File: src/design/bom_pkg.sv
// bom_pkg: constants, field layout and carrier types of the battery
// overvoltage monitor.
// assumes a 40 MHz ref_clk and voltages coded in steps of 0.1 V.
package bom_pkg;

  // clock and delay timer base
  localparam int CLK_PERIOD_NS = 25;
  localparam int TICK_TIME_NS  = 10_000_000;
  localparam int TICK_CYCLES   =
    (TICK_TIME_NS + CLK_PERIOD_NS - 1) / CLK_PERIOD_NS;

  // voltage in units of 0.1 V, delay in units of 10 ms
  localparam int VOLT_W = 9;
  localparam int DLY_W  = 14;
  localparam logic [8:0]  VOLT_MIN = 9'h050;
  localparam logic [8:0]  VOLT_MAX = 9'h1a4;
  localparam logic [8:0]  HYST     = 9'h005;
  localparam logic [8:0]  THR1_RST = 9'h140;
  localparam logic [8:0]  THR2_RST = 9'h15e;
  localparam logic [13:0] DLY_MIN  = 14'h0002;
  localparam logic [13:0] DLY_MAX  = 14'h270f;
  localparam logic [13:0] DLY1_RST = 14'h01f4;
  localparam logic [13:0] DLY2_RST = 14'h0064;

  // alarm classes A..F then control
  localparam logic [2:0] CLS_A       = 3'h0;
  localparam logic [2:0] CLS_CONTROL = 3'h6;
  localparam logic [2:0] CLS_RST     = CLS_A;

  // register byte addresses
  localparam logic [7:0] ADDR_CFG1   = 8'h00;
  localparam logic [7:0] ADDR_CFG2   = 8'h04;
  localparam logic [7:0] ADDR_DLY1   = 8'h08;
  localparam logic [7:0] ADDR_DLY2   = 8'h0c;
  localparam logic [7:0] ADDR_STATUS = 8'h10;
  localparam logic [7:0] ADDR_ISTAT  = 8'h14;
  localparam logic [7:0] ADDR_IMASK  = 8'h18;
  localparam logic [7:0] ADDR_ACK    = 8'h1c;

  // config register fields
  localparam int CFG_EN      = 0;
  localparam int CFG_SACK    = 1;
  localparam int CFG_LOCK    = 2;
  localparam int CFG_CLS_LSB = 4;
  localparam int CFG_THR_LSB = 16;

  // status register fields
  localparam int ST_ALARM_LSB  = 0;
  localparam int ST_TIMING_LSB = 2;
  localparam int ST_LOCK       = 4;

  // interrupt bits: alarm raised per level, alarm cleared per level
  localparam int IRQ_W        = 4;
  localparam int IRQ_RISE_LSB = 0;
  localparam int IRQ_FALL_LSB = 2;

  typedef struct packed {
    logic             en;
    logic             selfAck;
    logic             lockable;
    logic [2:0]       cls;
    logic [VOLT_W-1:0] thr;
    logic [DLY_W-1:0] dly;
  } bom_cfg_t;

  typedef struct packed {
    logic alarm;
    logic timing;
  } bom_lvl_st_t;

  typedef enum logic [2:0] {
    ST_IDLE = 3'b001,
    ST_TIME = 3'b010,
    ST_TRIP = 3'b100
  } bom_state_t;

endpackage : bom_pkg

File: src/design/bom_top.sv
// bom_top: two-level battery overvoltage monitor with APB registers
// and a level interrupt.
// assumes battVolt is produced on ref_clk; ack and lock are pins.
//
// What this block does
// - two independent definite-time overvoltage levels
// - alarm after voltage at/above threshold for delay
// - threshold 8.0-42.0 V, defaults 32.0/35.0 V
// - delay 0.02-99.99 s, defaults 5.00/1.00 s
// - drop below threshold minus hysteresis resets timer
// - per-level enable, default on, off stops all
// - trip raises level alarm flag and indication
// - each level carries its own alarm class
// - self-acknowledge clears alarm when condition ends
// - otherwise alarm holds until manual/external acknowledge
// - lockable levels held idle, timer cleared, while monitoring lock true
//
// The APB register port and the register offsets were left to the implementer.
module bom_top
  import bom_pkg::*;
#(
  parameter int TICK_CYCLES_P = TICK_CYCLES
) (
  // clock and reset
  input  wire logic              ref_clk,
  input  wire logic              sys_rst,
  // apb slave
  input  wire logic              psel,
  input  wire logic              penable,
  input  wire logic              pwrite,
  input  wire logic [7:0]        paddr,
  input  wire logic [31:0]       pwdata,
  output logic                   pready,
  output logic      [31:0]       prdata,
  output logic                   pslverr,
  // measurement and pins
  input  wire logic [VOLT_W-1:0] battVolt,
  input  wire logic              extAckPin,
  input  wire logic              monLockPin,
  // alarm outputs
  output logic      [1:0]        alarmFlag,
  output logic      [1:0][2:0]   alarmClass,
  output logic                   irq
);

  localparam int TW = $clog2(TICK_CYCLES_P + 1);

  bom_cfg_t [1:0]        cfg;
  bom_cfg_t [1:0]        next_cfg;
  bom_lvl_st_t [1:0]     lvlSt;
  logic [1:0]            manAck;
  logic [1:0]            next_manAck;
  logic [1:0]            ackPulse;
  logic [IRQ_W-1:0]      istat;
  logic [IRQ_W-1:0]      next_istat;
  logic [IRQ_W-1:0]      imask;
  logic [IRQ_W-1:0]      next_imask;
  logic [IRQ_W-1:0]      events;
  logic [1:0]            alarmPrev;
  logic                  next_pready;
  logic [31:0]           next_prdata;
  logic                  next_pslverr;
  logic                  next_irq;
  logic [TW-1:0]         tickCnt;
  logic [TW-1:0]         next_tickCnt;
  logic                  tick;
  logic                  next_tick;
  logic [1:0]            pinSync;
  logic                  extAckPrev;
  logic                  extAckRise;
  logic                  accessCyc;
  logic                  xfer;
  logic                  mapped;
  logic [31:0]           rdVal;
  logic [1:0]            wrCfg;
  logic [1:0]            wrDly;
  logic                  wrIstat;
  logic                  wrImask;
  logic                  wrAck;
  logic [1:0]            next_alarmPrev;
  logic                  next_extAckPrev;

  function automatic logic [VOLT_W-1:0] clampThr(input logic [31:0] w);
    logic [VOLT_W-1:0] v;
    v = w[CFG_THR_LSB +: VOLT_W];
    if (v < VOLT_MIN) begin
      clampThr = VOLT_MIN;
    end else if (v > VOLT_MAX) begin
      clampThr = VOLT_MAX;
    end else begin
      clampThr = v;
    end
  endfunction : clampThr

  function automatic logic [DLY_W-1:0] clampDly(input logic [31:0] w);
    logic [DLY_W-1:0] v;
    v = w[DLY_W-1:0];
    if (v < DLY_MIN) begin
      clampDly = DLY_MIN;
    end else if (v > DLY_MAX) begin
      clampDly = DLY_MAX;
    end else begin
      clampDly = v;
    end
  endfunction : clampDly

  function automatic logic [2:0] clampCls(input logic [31:0] w);
    logic [2:0] v;
    v = w[CFG_CLS_LSB +: 3];
    if (v > CLS_CONTROL) begin
      clampCls = CLS_CONTROL;
    end else begin
      clampCls = v;
    end
  endfunction : clampCls

  function automatic logic [31:0] cfgWord(input bom_cfg_t c);
    logic [31:0] w;
    w = '0;
    w[CFG_EN] = c.en;
    w[CFG_SACK] = c.selfAck;
    w[CFG_LOCK] = c.lockable;
    w[CFG_CLS_LSB +: 3] = c.cls;
    w[CFG_THR_LSB +: VOLT_W] = c.thr;
    cfgWord = w;
  endfunction : cfgWord

  // ack and lock pins are asynchronous
  bom_sync #(
    .W (2)
  ) u_sync (
    .ref_clk (ref_clk),
    .sys_rst (sys_rst),
    .din     ({monLockPin, extAckPin}),
    .dout    (pinSync)
  );

  assign extAckRise = pinSync[0] && !extAckPrev;

  // shared 10 ms time base for both delay timers
  always_comb begin
    if (tickCnt >= TW'(TICK_CYCLES_P - 1)) begin
      next_tickCnt = '0;
      next_tick    = 1'b1;
    end else begin
      next_tickCnt = TW'(tickCnt + 1'b1);
      next_tick    = 1'b0;
    end
  end

  genvar gi;
  generate
    for (gi = 0; gi < 2; gi++) begin : g_lvl
      assign ackPulse[gi] = manAck[gi] | extAckRise;
      bom_level u_level (
        .ref_clk  (ref_clk),
        .sys_rst  (sys_rst),
        .cfg      (cfg[gi]),
        .volt     (battVolt),
        .tick     (tick),
        .lockOn   (pinSync[1]),
        .ackPulse (ackPulse[gi]),
        .st       (lvlSt[gi])
      );
      assign alarmFlag[gi] = lvlSt[gi].alarm;
      assign alarmClass[gi] = cfg[gi].cls;
      assign events[IRQ_RISE_LSB + gi] =
        lvlSt[gi].alarm && !alarmPrev[gi];
      assign events[IRQ_FALL_LSB + gi] =
        !lvlSt[gi].alarm && alarmPrev[gi];
    end
  endgenerate

  // apb: one wait state, answer registered
  assign accessCyc = psel && penable && !pready;
  assign xfer      = psel && penable && pready;

  always_comb begin
    mapped = 1'b1;
    rdVal  = '0;
    if (paddr == ADDR_CFG1) begin
      rdVal = cfgWord(cfg[0]);
    end else if (paddr == ADDR_CFG2) begin
      rdVal = cfgWord(cfg[1]);
    end else if (paddr == ADDR_DLY1) begin
      rdVal[DLY_W-1:0] = cfg[0].dly;
    end else if (paddr == ADDR_DLY2) begin
      rdVal[DLY_W-1:0] = cfg[1].dly;
    end else if (paddr == ADDR_STATUS) begin
      rdVal[ST_ALARM_LSB] = lvlSt[0].alarm;
      rdVal[ST_ALARM_LSB + 1] = lvlSt[1].alarm;
      rdVal[ST_TIMING_LSB] = lvlSt[0].timing;
      rdVal[ST_TIMING_LSB + 1] = lvlSt[1].timing;
      rdVal[ST_LOCK] = pinSync[1];
    end else if (paddr == ADDR_ISTAT) begin
      rdVal[IRQ_W-1:0] = istat;
    end else if (paddr == ADDR_IMASK) begin
      rdVal[IRQ_W-1:0] = imask;
    end else if (paddr == ADDR_ACK) begin
      rdVal = '0;
    end else begin
      mapped = 1'b0;
    end
  end

  always_comb begin
    next_pready  = accessCyc;
    next_prdata  = prdata;
    next_pslverr = 1'b0;
    if (accessCyc) begin
      next_prdata  = pwrite ? 32'h0000_0000 : rdVal;
      next_pslverr = !mapped;
    end
  end

  // write strobes: one per register except status, only on the completing edge
  always_comb begin
    wrCfg   = '0;
    wrDly   = '0;
    wrIstat = 1'b0;
    wrImask = 1'b0;
    wrAck   = 1'b0;
    if (xfer && pwrite) begin
      if (paddr == ADDR_CFG1) begin
        wrCfg[0] = 1'b1;
      end else if (paddr == ADDR_CFG2) begin
        wrCfg[1] = 1'b1;
      end else if (paddr == ADDR_DLY1) begin
        wrDly[0] = 1'b1;
      end else if (paddr == ADDR_DLY2) begin
        wrDly[1] = 1'b1;
      end else if (paddr == ADDR_ISTAT) begin
        wrIstat = 1'b1;
      end else if (paddr == ADDR_IMASK) begin
        wrImask = 1'b1;
      end else if (paddr == ADDR_ACK) begin
        wrAck = 1'b1;
      end
    end
  end

  // level two above level one is left to software
  always_comb begin
    next_cfg    = cfg;
    next_manAck = '0;
    for (int i = 0; i < 2; i++) begin
      if (wrCfg[i]) begin
        next_cfg[i].en       = pwdata[CFG_EN];
        next_cfg[i].selfAck  = pwdata[CFG_SACK];
        next_cfg[i].lockable = pwdata[CFG_LOCK];
        next_cfg[i].cls      = clampCls(pwdata);
        next_cfg[i].thr      = clampThr(pwdata);
      end
      if (wrDly[i]) begin
        next_cfg[i].dly = clampDly(pwdata);
      end
    end
    if (wrAck) begin
      next_manAck = pwdata[1:0];
    end
  end

  // a new event wins over a clear in the same cycle
  always_comb begin
    next_imask = imask;
    next_istat = istat;
    if (wrImask) begin
      next_imask = pwdata[IRQ_W-1:0];
    end
    if (wrIstat) begin
      next_istat = istat & ~pwdata[IRQ_W-1:0];
    end
    next_istat = next_istat | events;
    next_irq   = |(next_istat & next_imask);
  end

  // history resets to the idle pin level, so no false edge after reset
  always_comb begin
    next_alarmPrev  = alarmFlag;
    next_extAckPrev = pinSync[0];
  end

  // time base
  always_ff @(posedge ref_clk or posedge sys_rst) begin
    if (sys_rst) begin
      tickCnt <= '0;
      tick    <= 1'b0;
    end else begin
      tickCnt <= next_tickCnt;
      tick    <= next_tick;
    end
  end

  // apb answer
  always_ff @(posedge ref_clk or posedge sys_rst) begin
    if (sys_rst) begin
      pready  <= 1'b0;
      prdata  <= '0;
      pslverr <= 1'b0;
    end else begin
      pready  <= next_pready;
      prdata  <= next_prdata;
      pslverr <= next_pslverr;
    end
  end

  // settings and manual acknowledge
  always_ff @(posedge ref_clk or posedge sys_rst) begin
    if (sys_rst) begin
      cfg[0] <= '{en: 1'b1, selfAck: 1'b1, lockable: 1'b1,
                  cls: CLS_RST, thr: THR1_RST, dly: DLY1_RST};
      cfg[1] <= '{en: 1'b1, selfAck: 1'b1, lockable: 1'b1,
                  cls: CLS_RST, thr: THR2_RST, dly: DLY2_RST};
      manAck <= '0;
    end else begin
      cfg    <= next_cfg;
      manAck <= next_manAck;
    end
  end

  // interrupt state
  always_ff @(posedge ref_clk or posedge sys_rst) begin
    if (sys_rst) begin
      imask <= '0;
      istat <= '0;
      irq   <= 1'b0;
    end else begin
      imask <= next_imask;
      istat <= next_istat;
      irq   <= next_irq;
    end
  end

  // edge history
  always_ff @(posedge ref_clk or posedge sys_rst) begin
    if (sys_rst) begin
      alarmPrev  <= '0;
      extAckPrev <= 1'b0;
    end else begin
      alarmPrev  <= next_alarmPrev;
      extAckPrev <= next_extAckPrev;
    end
  end

endmodule : bom_top

File: src/design/bom_sync.sv
// bom_sync: two flip-flop synchroniser for asynchronous pins.
// assumes each bit is an independent level.
module bom_sync
  import bom_pkg::*;
#(
  parameter int W = 2
) (
  // clock and reset
  input  wire logic         ref_clk,
  input  wire logic         sys_rst,
  // pins and synchronised levels
  input  wire logic [W-1:0] din,
  output logic      [W-1:0] dout
);

  logic [W-1:0] meta;

  always_ff @(posedge ref_clk or posedge sys_rst) begin
    if (sys_rst) begin
      meta <= '0;
      dout <= '0;
    end else begin
      meta <= din;
      dout <= meta;
    end
  end

endmodule : bom_sync

File: src/design/bom_level.sv
// bom_level: one definite-time overvoltage level with delay timer
// and alarm latch.
// assumes tick is a one-cycle pulse every 10 ms and lockOn, ackPulse
// are already in the ref_clk domain.
module bom_level
  import bom_pkg::*;
(
  // clock and reset
  input  wire logic              ref_clk,
  input  wire logic              sys_rst,
  // settings and measurement
  input  bom_cfg_t               cfg,
  input  wire logic [VOLT_W-1:0] volt,
  // timing and control
  input  wire logic              tick,
  input  wire logic              lockOn,
  input  wire logic              ackPulse,
  // state
  output bom_lvl_st_t            st
);

  bom_state_t        state;
  bom_state_t        next_state;
  logic [DLY_W-1:0]  cnt;
  logic [DLY_W-1:0]  next_cnt;
  logic              alarm;
  logic              next_alarm;
  logic              active;
  logic              over;
  logic              below;
  logic              setNow;
  logic [VOLT_W-1:0] relThr;
  logic [DLY_W-1:0]  cntInc;

  assign active = cfg.en && !(cfg.lockable && lockOn);
  assign over   = volt >= cfg.thr;
  assign relThr = (cfg.thr > HYST) ? cfg.thr - HYST : '0;
  assign below  = volt < relThr;
  assign cntInc = DLY_W'(cnt + 1'b1);

  always_comb begin
    next_state = state;
    next_cnt   = cnt;
    next_alarm = alarm;
    setNow     = 1'b0;
    if (!active) begin
      next_state = ST_IDLE;
      next_cnt   = '0;
      if (!cfg.en || cfg.selfAck) begin
        next_alarm = 1'b0;
      end
    end else begin
      case (state)
        ST_IDLE: begin
          if (over) begin
            next_state = ST_TIME;
            next_cnt   = '0;
          end
        end
        ST_TIME: begin
          if (below) begin
            next_state = ST_IDLE;
            next_cnt   = '0;
          end else if (tick) begin
            // first tick may come up to 10 ms early: shared prescaler
            if (cntInc >= cfg.dly) begin
              next_state = ST_TRIP;
              next_alarm = 1'b1;
              setNow     = 1'b1;
            end else begin
              next_cnt = cntInc;
            end
          end
        end
        ST_TRIP: begin
          if (below) begin
            next_state = ST_IDLE;
            next_cnt   = '0;
            if (cfg.selfAck) begin
              next_alarm = 1'b0;
            end
          end
        end
        default: begin
          next_state = ST_IDLE;
          next_cnt   = '0;
        end
      endcase
    end
    // acknowledge only once the condition is gone; a new trip wins
    if (ackPulse && !setNow && next_state != ST_TRIP) begin
      next_alarm = 1'b0;
    end
  end

  always_ff @(posedge ref_clk or posedge sys_rst) begin
    if (sys_rst) begin
      state <= ST_IDLE;
      cnt   <= '0;
      alarm <= 1'b0;
    end else begin
      state <= next_state;
      cnt   <= next_cnt;
      alarm <= next_alarm;
    end
  end

  assign st.alarm  = alarm;
  assign st.timing = state[1];

endmodule : bom_level

File: config.mk
export PLATFORM = sky130hd
export DESIGN_NAME = bom_top
export DESIGN_NICKNAME = d
export VERILOG_FILES = /design/src/design/bom_pkg.sv /design/src/design/bom_top.sv /design/src/design/bom_sync.sv /design/src/design/bom_level.sv
export SDC_FILE = /design/constraint.sdc
export NUM_CORES = 1
export LEC_CHECK = 0
export ABC_AREA = 1
export BUFFER_PORTS_ARGS = -buffer_cell sky130_fd_sc_hd__buf_2
export CAP_MARGIN = 20
export CORE_MARGIN = 2
export CORE_UTILIZATION = 40
export DETAILED_ROUTE_END_ITERATION = 8
export GPL_TIMING_DRIVEN = 0
export MAX_ROUTING_LAYER = met4
export PLACE_DENSITY_LB_ADDON = 0.3
export SLEW_MARGIN = 5
export SYNTH_ARGS = -nofsm -noshare
export SYNTH_HDL_FRONTEND = slang
export SYNTH_SLANG_ARGS = --single-unit
export TNS_END_PERCENT = 30
File: constraint.sdc
create_clock -name ref_clk -period 6.46 [get_ports ref_clk]
set_input_delay 0.323 -clock ref_clk [delete_from_list [all_inputs] [get_ports ref_clk]]
set_output_delay 0.323 -clock ref_clk [all_outputs]
set_load 0.1 [all_outputs]
==> results by group, run 1 <==
Routing
  • Highest routed layer: met4
  • Router iterations before antenna repair: 6
  • Detailed Route WL: 26600 um
  • Initial DRC count: 682
  • Via count: 8999
  • ANT nets after route: 0
  • WL met1: 12400 um
  • Drt via density: 5.07
  • Met2 wire len: 12100 um
  • Routed len/inst: 15.0 um
  • # DRC: 0
  • Met3 routed WL: 1280 um

Finish
  • Final Cell Area: 11600 sq um
  • Commonest cells after routing, fill and taps aside: 317 x nand2_1, 159 x inv_1, 132 x dfrtp_1
  • Fin nets: 1556
  • N_diodes: 0
  • Sequential cell area: 3960 sq um
  • Fillers: 2498
  • Commonest non-fill, non-tap cell in the layout: nand2_1
  • Final Util: 0.466
  • Share of layout cells above drive strength 1: 0.157
  • Area of the multi-input gates: 5210 sq um
  • Area delta synth->final: 15.4%

Clock network
  • CTS tree: yes
  • Clk_lat worst skew: 0.44 ns
  • Max clock buf depth: 2
  • CTS buffer count: 17
  • CTS H-tree lvls: 4
  • Clock Sinks: 157
  • Quantity of hold-fixing buffers added after cts: 3
  • Post-CTS Resized: 0
  • Clock transition at path regs: 0.07 ns
  • Root Driver: clkbuf_16
  • Setup bufs post-CTS: 0

Die
  • Starting density of the core: 0.404
  • Die area: 26500 sq um
  • Placeable Area: 25000 sq um
  • IO Pins: 99
  • # rows: 58
  • Die W: 163 um
  • Die height: 163 um

Critical path
  • Worst setup startpoint: g_lvl[0].u_level.cnt[5]
  • Crit-path max FO: 10
  • CP endpoint: g_lvl[0].u_level.cnt[3]
  • Crit path cell chain: inv_1 > nor4_1 > nand4_1 > nor2_1 > xor2_1 > inv_1 > ha_1 > nand2_1 > nor2_1 > nor3b_1 > nand2_1 > nand3_1 > nand2_1 > nand2_1 > nand2_2 > nand2_4 > nand2_4 > buf_6 > nand2_1 > o21ai_2
  • CP Launch Type: register
  • Critical path arrival: 3.78 ns
  • Slowest stage delay, CP: 0.52 ns
  • R2r setup slk: 3.00 ns
  • Worst R2R Path Depth: 20
  • Critical path class: reg2reg
  • WP data required: 6.78 ns
  • R2R Path Start: g_lvl[0].u_level.cnt[5]
  • Cell seen most often among critical-path stages: nand2_1
  • Worst R2R End: g_lvl[0].u_level.cnt[3]
  • Crit path capture type: register
  • Highest-delay cell along the critical path: nor4_1

Timing
  • Setup TNS: 0 ns
  • Fin. max-slew vios: 0
  • Period minus WS final: 3.46 ns
  • Slew headroom: 0.531
  • Final clock skew: 0.0132 ns
  • Setup WS post-layout: 3.00 ns
  • Final worst-path cycle share: 0.536
  • Max Fclk: 0.289 GHz
  • RSZ-0062 raised after global routing: false
  • Final hold viol count: 0
  • Worst-Margin Slew: 0.701 ns
  • Final setup viols: 0

Yosys
  • Ys flop type: dfrtp_1
  • EDFF count, synth: 0
  • Synth warn: 0
  • Flops & latches, synth: 157
  • Share of synthesized flip-flops with an asynchronous set or reset: 1.00
  • Post-synthesis cell count: 1320
  • Sequential fraction of the synthesis area: 0.393
  • Mean area per synthesized cell: 7.64 sq um
  • Synthesized cell area: 10100 sq um
  • Synth unique cells: 51

Power and ir drop
  • Power density cells: 207 nW/um^2
  • Tot Pwr: 2410 uW
  • Peak supply drop: 0.125 mV
  • Leak pwr: 0.00578 uW

Place
  • Area post-placement: 11000 sq um
  • Global placement routability congestion: 0.905
  • Port bufs: 80
  • Post-DP HPWL: 20700 um
  • Pre-CTS setup slack: 3.06 ns

Global routing
  • Grt ovf: 0
  • Largest net degree at the start of global routing: 94
  • Wire length of the first global-routing pass: 43500 um
  • Vias in the first global route: 8581
  • Initial antenna violation count: 0
  • Global Route Usage Sum: 0.215

Hold path
  • Hold/Removal Path Class: in2reg

Run status
  • Run status: completed

Job
  • Max-Cap Viols: 0
-- per-stage QoR --
step,std cells,hold WS (ns)
global route,1774,0.156
floorplan,1328,0.331
finish,1774,0.147
global placement,1738,0.338
detailed placement,1739,0.338
CTS,1774,0.133
-- critical path: cells and delay by family, from the launching register on --
family          cells  cell delay [ns]
xor+xnor            1             0.20
simple gates       14             2.09
fa+ha+maj           1             0.29
buf+inv             3             0.32
compound gates      1             0.05
flops               1             0.38
-- synthesized netlist by cell type, types with 3 or more instances --
cell | count | area, sq um
a22o_1 | 9 | 78.8
nand3b_1 | 3 | 22.5
dfrtp_1 | 132 | 3300
nand2_1 | 317 | 1190
inv_2 | 15 | 56.3
a21oi_1 | 48 | 240
a211oi_1 | 4 | 30.0
inv_1 | 160 | 601
nor3_1 | 26 | 130
clkbuf_1 | 16 | 60.1
o211ai_1 | 3 | 22.5
buf_2 | 10 | 50.1
ha_1 | 69 | 863
buf_4 | 18 | 135
o21ai_2 | 9 | 78.8
dfstp_2 | 25 | 657
xnor2_1 | 6 | 52.6
nand3_1 | 80 | 400
nand2_2 | 5 | 31.3
nand2_4 | 7 | 78.8
nor4_1 | 11 | 68.8
nor3b_1 | 6 | 45.0
nand4_1 | 23 | 144
a32o_1 | 7 | 70.1
xor2_1 | 22 | 193
or2_2 | 6 | 37.5
o221ai_1 | 4 | 35.0
o21ai_0 | 65 | 325
buf_6 | 3 | 33.8
nor2_4 | 7 | 78.8
o21ai_1 | 30 | 150
o22ai_1 | 22 | 138
nor2_1 | 127 | 477
o21bai_1 | 3 | 22.5
-- sequential cells by signal, indices dropped and copies added, names as in the netlist, 4 cells and up --
register	cells
prdata	23
g_lvl.u_level.state	6
imask	4
tickCnt	19
alarmClass	6
g_lvl.u_level.cnt	28
cfg	52
istat	4
-- layer usage --
| layer | track usage | vias up |
|---|---|---|
| met4 | 0.0796 | 0 |
| met1 | 0.287 | 4146 |
| met2 | 0.330 | 233 |
| li1 | - | 4569 |
| met5 | - | - |
| met3 | 0.0354 | 51 |
-- area by class of cell --
type	instances	area share
sequential	157	0.340
timing repair buffer	84	0.0394
tap	330	0.0355
clock buffer	20	0.0393
buffer	47	0.0240
multi-input combinational	948	0.448
inverter	176	0.0574
clock inverter	12	0.0158
-- logic make-up after synthesis --
| kind of cell | Yosys count | share of synthesized area |
|---|---|---|
| xor gates and xnor gates | 28 | 0.0243 |
| and+or+nand+nor | 625 | 0.274 |
| adders and majority gates | 69 | 0.0856 |
| AOI/OAI and AO/OA | 217 | 0.130 |
| DFF | 157 | 0.393 |
| buffers and inverters | 223 | 0.0932 |
| other | 1 | 0.000372 |
-- worst min path at each step --
stage,startpoint,end,slack [ns],cells past startpoint
detailed placement,u_sync.meta[0],u_sync.dout[0],0.34,0
finish,pwdata[7],cfg[7],0.15,3
floorplan,u_sync.meta[0],u_sync.dout[0],0.33,0
global placement,u_sync.meta[1],u_sync.dout[1],0.34,0
CTS,pwdata[7],cfg[7],0.13,3
global route,pwdata[7],cfg[7],0.16,3
-- power breakdown --
group	switching, uW	internal (uW)
Sequential	8.93	1000
Clock	429	671
Combinational	221	81.0
Total	660	1750
Power figures use the tool's default switching activity.
==> inputs of run 2 (changes only) <==
Clock period 6.46 ns to 3.3 ns, I/O delays scaled along.
==> run 2 against run 1 <==
  * First-iteration DRC count is 6.6% lower
  * Final area is 1.9% higher
  * Combinational power is 100% higher
  * Hold slack worse by 0.13 ns
  * Final cell count is 0.79% higher
  * Critical endpoint is now g_lvl[0].u_level.cnt[6]
==> results by group, run 2 (synthesized netlist as in run 1, its figures left out) <==
Critical path
  • Worst path top cell family by delay: simple AND/OR/NAND/NOR gates
  • Worst setup startpoint: cfg[15]
  • Slowest stage delay, CP: 0.38 ns (-0.14 ns)
  • Crit path cell chain: inv_1 > ha_1 > or2_2 > nand2_1 > inv_1 > nand3_1 > xor2_1 > nand2_1 > ha_1 > a21oi_1 > o21ai_0 > a21oi_2 > nand2_4 > nand2_2 > buf_2 > nor2_1 > nand2_1 > o21ai_2
  • Critical path class: reg2reg
  • Crit path capture type: register
  • Crit-path max FO: 10 (unchanged)
  • Worst R2R Path Depth: 18 (-10%)
  • Highest-delay cell along the critical path: dfrtp_1
  • CP Launch Type: register
  • Cell seen most often among critical-path stages: nand2_1
  • Worst path buffer plus inverter count: 3 (unchanged)
  • Critical path arrival: 3.43 ns (-0.35 ns)
  • WP data required: 3.62 ns (-3.16 ns)
  • R2R Path Start: cfg[15]
  • Crit path depth: 18 (-10%)

Timing
  • Final clock skew: 0.00885 ns (-0.00431 ns)
  • Final hold viol count: 0 (unchanged)
  • Period minus WS final: 3.12 ns (-0.346 ns)
  • Setup TNS: 0 ns (unchanged)
  • Max Fclk: 0.321 GHz (+11%)
  • Final setup viols: 0 (unchanged)
  • Worst-Margin Slew: 0.678 ns (-0.0232 ns)
  • Slew headroom: 0.546 (+0.0156)
  • Final worst-path cycle share: 0.944 (+0.408)
  • Fin. max-slew vios: 0 (unchanged)

Hold path
  • Hold/Removal Path Class: in2reg
  • Worst hold start: pwdata[17]
  • Worst Hold Path Cells: 3 (unchanged)

Global routing
  • Met2 usage: 0.336 (+0.00597)
  • Busiest grt layer: met2
  • Global Route Usage Sum: 0.217 (+0.00210)
  • Grt ovf: 0 (unchanged)
  • Wire length of the first global-routing pass: 44200 um (+1.7%)
  • Vias in the first global route: 8704 (+1.4%)
  • M3 GR Usage: 0.0326 (-0.00280)
  • Initial antenna violation count: 0 (unchanged)
  • Largest net degree at the start of global routing: 41 (-56%)
  • Met1 Use GR: 0.292 (+0.00530)

Finish
  • N_diodes: 0 (unchanged)
  • Most flop-heavy register: cfg
  • Number of flip-flops in the largest register: 52 (unchanged)
  • Share of layout cells above drive strength 1: 0.179 (+0.0225)
  • Final Cell Area: 11900 sq um (+1.9%)
  • Commonest non-fill, non-tap cell in the layout: nand2_1
  • Fillers: 2509 (+0.44%)
  • Commonest cells after routing, fill and taps aside: 316 x nand2_1, 157 x inv_1, 129 x dfrtp_1
  • Largest registers: cfg: 52 flops, g_lvl.u_level.cnt: 28 flops, prdata: 23 flops
  • Area delta synth->final: 17.5%
  • Fin nets: 1570 (+0.90%)

Place
  • Post-DP HPWL: 20900 um (+0.66%)
  • Port bufs: 80 (unchanged)
  • Global placement routability congestion: 0.928 (+2.5%)
  • Area post-placement: 11000 sq um (+0.45%)

Die
  • Die W: 163 um (unchanged)
  • Die area: 26500 sq um (unchanged)
  • # rows: 58 (unchanged)
  • Starting density of the core: 0.404 (unchanged)
  • Placeable Area: 25000 sq um (unchanged)
  • Die height: 163 um (unchanged)
  • IO Pins: 99 (unchanged)

Clock network
  • Clk_lat worst skew: 0.43 ns (about the same)
  • Root Driver: clkbuf_16
  • Max clock buf depth: 2 (unchanged)
  • CTS tree: yes
  • CTS buffer count: 17 (unchanged)
  • Clock Sinks: 157 (unchanged)
  • Clock transition at path regs: 0.07 ns (about the same)
  • CTS H-tree lvls: 4 (unchanged)

Power and ir drop
  • Leak pwr: 0.00592 uW (+2.4%)
  • Power density cells: 394 nW/um^2 (+90%)
  • Peak supply drop: 0.210 mV (+67%)

Routing
  • Detailed Route WL: 27000 um (+1.4%)
  • Router iterations before antenna repair: 6 (unchanged)
  • Drt via density: 5.08 (+0.18%)
  • Via count: 9086 (+0.97%)
  • # DRC: 0 (unchanged)
  • Routed len/inst: 15.1 um (+0.57%)
  • ANT nets after route: 0 (unchanged)
  • Initial DRC count: 637 (-6.6%)

Job
  • Max-Cap Viols: 0 (unchanged)

Run status
  • Run status: completed
## run 2: metrics by stage
step                utilization  instances  hold WS [ns]  setup slack (ns)  total power [uW]
detailed placement        0.441       1742         0.154            -0.109              2610
floorplan                     -       1328         0.196             0.422              2430
CTS                       0.468       1779       0.00325           0.00435              4710
global placement          0.438       1738         0.276           -0.0347              2590
finish                    0.475       1788        0.0197             0.184              4670
global route              0.475       1788        0.0140            -0.112              4860
## run 2: layer usage
metal | wire length (um) | part of all wire
met2 | 12300 | 0.46
met3 | 1160 | 0.043
met4 | 699 | 0.026
met5 | 0 | 0
met1 | 12800 | 0.47
## run 2: path summary, 6_finish.rpt
check / to / slack, ns
max: g_lvl[0].u_level.cnt[6] / 0.18
min: cfg[44] / 0.02
max reg2reg: g_lvl[0].u_level.cnt[6] / 0.18
min reg2reg: u_sync.dout[1] / 0.36
max in group asynchronous: cfg[8] / 1.96
min in group asynchronous: tickCnt[10] / 0.25
## run 2: area by class of cell
type | instances | area (sq um) | share of cell area
buffer | 46 | 275 | 0.0232
clock buffer | 18 | 439 | 0.0371
clock inverter | 14 | 183 | 0.0154
inverter | 176 | 664 | 0.0561
multi-input combinational | 948 | 5310 | 0.448
sequential | 157 | 3960 | 0.334
tap | 330 | 413 | 0.0348
timing repair buffer | 99 | 606 | 0.0511
## run 2: repair_timing
action | 4_1_cts | 5_1_grt
hold buffers | 5 | 0
endpoints found under the hold margin | 17 | 0
setup endpoints to repair | 14 | 28
pin swaps | 0 | 10
setup buffers | 0 | 10
gates resized for setup | 1 | 25
## run 2: worst min-delay path: stages
cell and delay, ns:
buf_2 0.11, nand3_1 0.10, o21ai_1 0.07
## run 2: power breakdown
group,switching (uW),internal (uW),leakage (uW)
Combinational,437,168,0.00362
Sequential,18.0,1960,0.00199
Clock,861,1230,0.000300
==> inputs of run 3 (changes only) <==
Settings changed: PLACE_DENSITY set to 0.62, PLACE_DENSITY_LB_ADDON 0.3 to not set.
==> run 3 against run 2 <==
  * Hold slack worse by 0.0013 ns
  * Power up 4.0%
  * Register-to-register slack about the same
  * Die area did not move
  * Sequential share of layout area down 0.34 points
  * Via count hardly changed
  * Fmax up 0.25%
  * Final cell count hardly changed
  * Non-clock buffer count increased by 1
  * Wire length up 1.6%
  * Core utilization increased by 0.47 points
==> results by group, run 3 (synthesized netlist as in run 1, its figures left out) <==
Clock network
  • Clk_lat worst skew: 0.43 ns (about the same)
  • CTS tree: yes
  • Root Driver: clkbuf_16
  • Clock transition at path regs: 0.06 ns (about the same)
  • Max clock buf depth: 2 (unchanged)
  • CTS buffer count: 17 (unchanged)
  • Clock Sinks: 157 (unchanged)
  • CTS H-tree lvls: 4 (unchanged)

Place
  • Port bufs: 80 (unchanged)
  • Global placement routability congestion: 0.883 (-4.9%)
  • Area post-placement: 11000 sq um (unchanged)
  • Post-Place Cells: 1742 (unchanged)
  • Post-DP HPWL: 20900 um (+0.18%)

Global routing
  • Global Route Usage Sum: 0.219 (+0.00156)
  • M3 GR Usage: 0.0316 (-0.00102)
  • Largest net degree at the start of global routing: 40 (-2.4%)
  • Met1 Use GR: 0.291 (-0.00118)
  • Grt ovf: 0 (unchanged)
  • Met2 usage: 0.341 (+0.00539)
  • Initial antenna violation count: 0 (unchanged)
  • Vias in the first global route: 8655 (-0.56%)
  • Wire length of the first global-routing pass: 44200 um (about the same)
  • Busiest grt layer: met2

Critical path
  • CP Launch Type: register
  • Crit-path max FO: 7 (-3)
  • Crit path capture type: register
  • WP data required: 3.61 ns (about the same)
  • Critical path class: reg2reg
  • Critical path arrival: 3.42 ns (about the same)

Job
  • Max-Cap Viols: 0 (unchanged)

Routing
  • Initial DRC count: 611 (-4.1%)
  • Detailed Route WL: 27400 um (+1.6%)
  • ANT nets after route: 0 (unchanged)
  • Routed len/inst: 15.3 um (+1.5%)
  • Router iterations before antenna repair: 5 (-1)
  • Via count: 9093 (+0.077%)
  • # DRC: 0 (unchanged)
  • Drt via density: 5.08 (about the same)

Finish
  • Commonest non-fill, non-tap cell in the layout: nand2_1
  • Largest registers: cfg: 52 flops, g_lvl.u_level.cnt: 28 flops, prdata: 23 flops
  • Fillers: 2456 (-2.1%)
  • Final Non-Filler Cells: 1789 (+0.056%)
  • Most flop-heavy register: cfg
  • Final Util: 0.479 (+0.00466)
  • Fin nets: 1571 (+0.064%)
  • Share of layout cells above drive strength 1: 0.180 (+0.000563)
  • Number of flip-flops in the largest register: 52 (unchanged)
  • Commonest cells after routing, fill and taps aside: 315 x nand2_1, 155 x inv_1, 130 x dfrtp_1
  • Area delta synth->final: 18.7%
  • N_diodes: 0 (unchanged)
  • Final Cell Area: 12000 sq um (+0.98%)
  • Area of the multi-input gates: 5340 sq um (+0.57%)
  • Sequential cell area: 3960 sq um (about the same)

Die
  • Die area: 26500 sq um (unchanged)
  • Placeable Area: 25000 sq um (unchanged)
  • IO Pins: 99 (unchanged)
  • Die W: 163 um (unchanged)
  • Starting density of the core: 0.404 (unchanged)
  • Die height: 163 um (unchanged)
  • # rows: 58 (unchanged)

Timing
  • Fin. max-slew vios: 0 (unchanged)
  • Final hold viol count: 0 (unchanged)
  • Slew headroom: 0.548 (+0.00181)
  • Final worst-path cycle share: 0.942 (-0.00233)
  • Final clock skew: 0.00768 ns (-0.00117 ns)
  • Worst-Margin Slew: 0.675 ns (-0.00270 ns)
  • Final setup viols: 0 (unchanged)
  • Period minus WS final: 3.11 ns (-0.00767 ns)
  • Max Fclk: 0.322 GHz (+0.25%)

Power and ir drop
  • Peak supply drop: 0.254 mV (+21%)
  • Tot Pwr: 4860 uW (+4.0%)
  • Leak pwr: 0.00594 uW (+0.39%)
  • Power density cells: 406 nW/um^2 (+3.0%)

Run status
  • Run status: completed

Hold path
  • Hold/Removal Path Class: in2reg
-- run 3: changes by cell type in the layout (fill, tap and decap cells not counted), sizes merged --
| cell | delta |
|---|---|
| inv | -2 |
| dlygate4sd3 | +1 |
| clkbuf | +3 |
| bufinv | +2 |
| clkinv | -3 |
| clkinvlp | +2 |
| buf | -2 |
-- run 3: per-layer routing --
layer | wire length [um] | vias up
met3 | 1160 | 39
met2 | 12700 | 195
met5 | 0 | -
met1 | 12900 | 4270
met4 | 595 | 0
li1 | - | 4589
-- run 3: repair_timing --
action	4_1_cts	5_1_grt
pin swaps	0	9
endpoints found under the hold margin	17	0
hold buffers	6	0
setup endpoints to repair	14	27
cloned	0	2
buffers inserted	0	8
resized for setup	2	29
-- run 3: critical path, stage by stage, from the launching register on --
cell and delay [ns]:
dfrtp_1 0.38, inv_1 0.14, nor4_4 0.36, nand3_2 0.16, nor2_1 0.14, xor2_1 0.21
inv_1 0.07, ha_1 0.27, nand2_1 0.09, nor2_4 0.13, nor3b_2 0.16, nand2_1 0.08
nand3_2 0.10, nand2_1 0.05, nand2_1 0.07, nand2_2 0.06, nand2_4 0.12, nand2_8 0.10
buf_8 0.16, nand2_1 0.08, o21ai_2 0.06
-- run 3: worst paths after layout --
kind / start / endpoint / slack [ns] / depth (start not counted)
max: g_lvl[0].u_level.cnt[5] / g_lvl[0].u_level.cnt[3] / 0.19 / 20
min: pwdata[5] / cfg[5] / 0.02 / 3
max in group asynchronous: sys_rst / cfg[7] / 2.19 / 5
min in group asynchronous: sys_rst / tickCnt[10] / 0.26 / 3
max reg2reg: g_lvl[0].u_level.cnt[5] / g_lvl[0].u_level.cnt[3] / 0.19 / 20
min reg2reg: u_sync.meta[0] / u_sync.dout[0] / 0.35 / 0
-- run 3: per-stage QoR --
stage                     hold slack (ns)  setup WS (ns)  setup TNS (ns)
final                              0.0184          0.192               0
after global routing               0.0309        -0.0418          -0.248
after CTS                       0.0000481         0.0317               0
after detailed placement            0.163        -0.0691          -0.642
after global placement              0.277        -0.0501          -0.414
after floorplan                     0.196          0.422               0
-- run 3: cell type report --
cell class,instances,share of cell area
plain buffers,46,0.0236
clock buffers,19,0.0370
clock inverters,13,0.0177
inverters,176,0.0557
multi-input cells,948,0.446
flip-flops and latches,157,0.331
well taps,330,0.0345
repair buffers,100,0.0544
-- run 3: power by group --
part	leakage [uW]	internal (uW)	total (uW)	switching, uW
registers	0.00199	1960	1980	17.6
clock network	0.000307	1370	2200	828
logic	0.00364	228	682	454
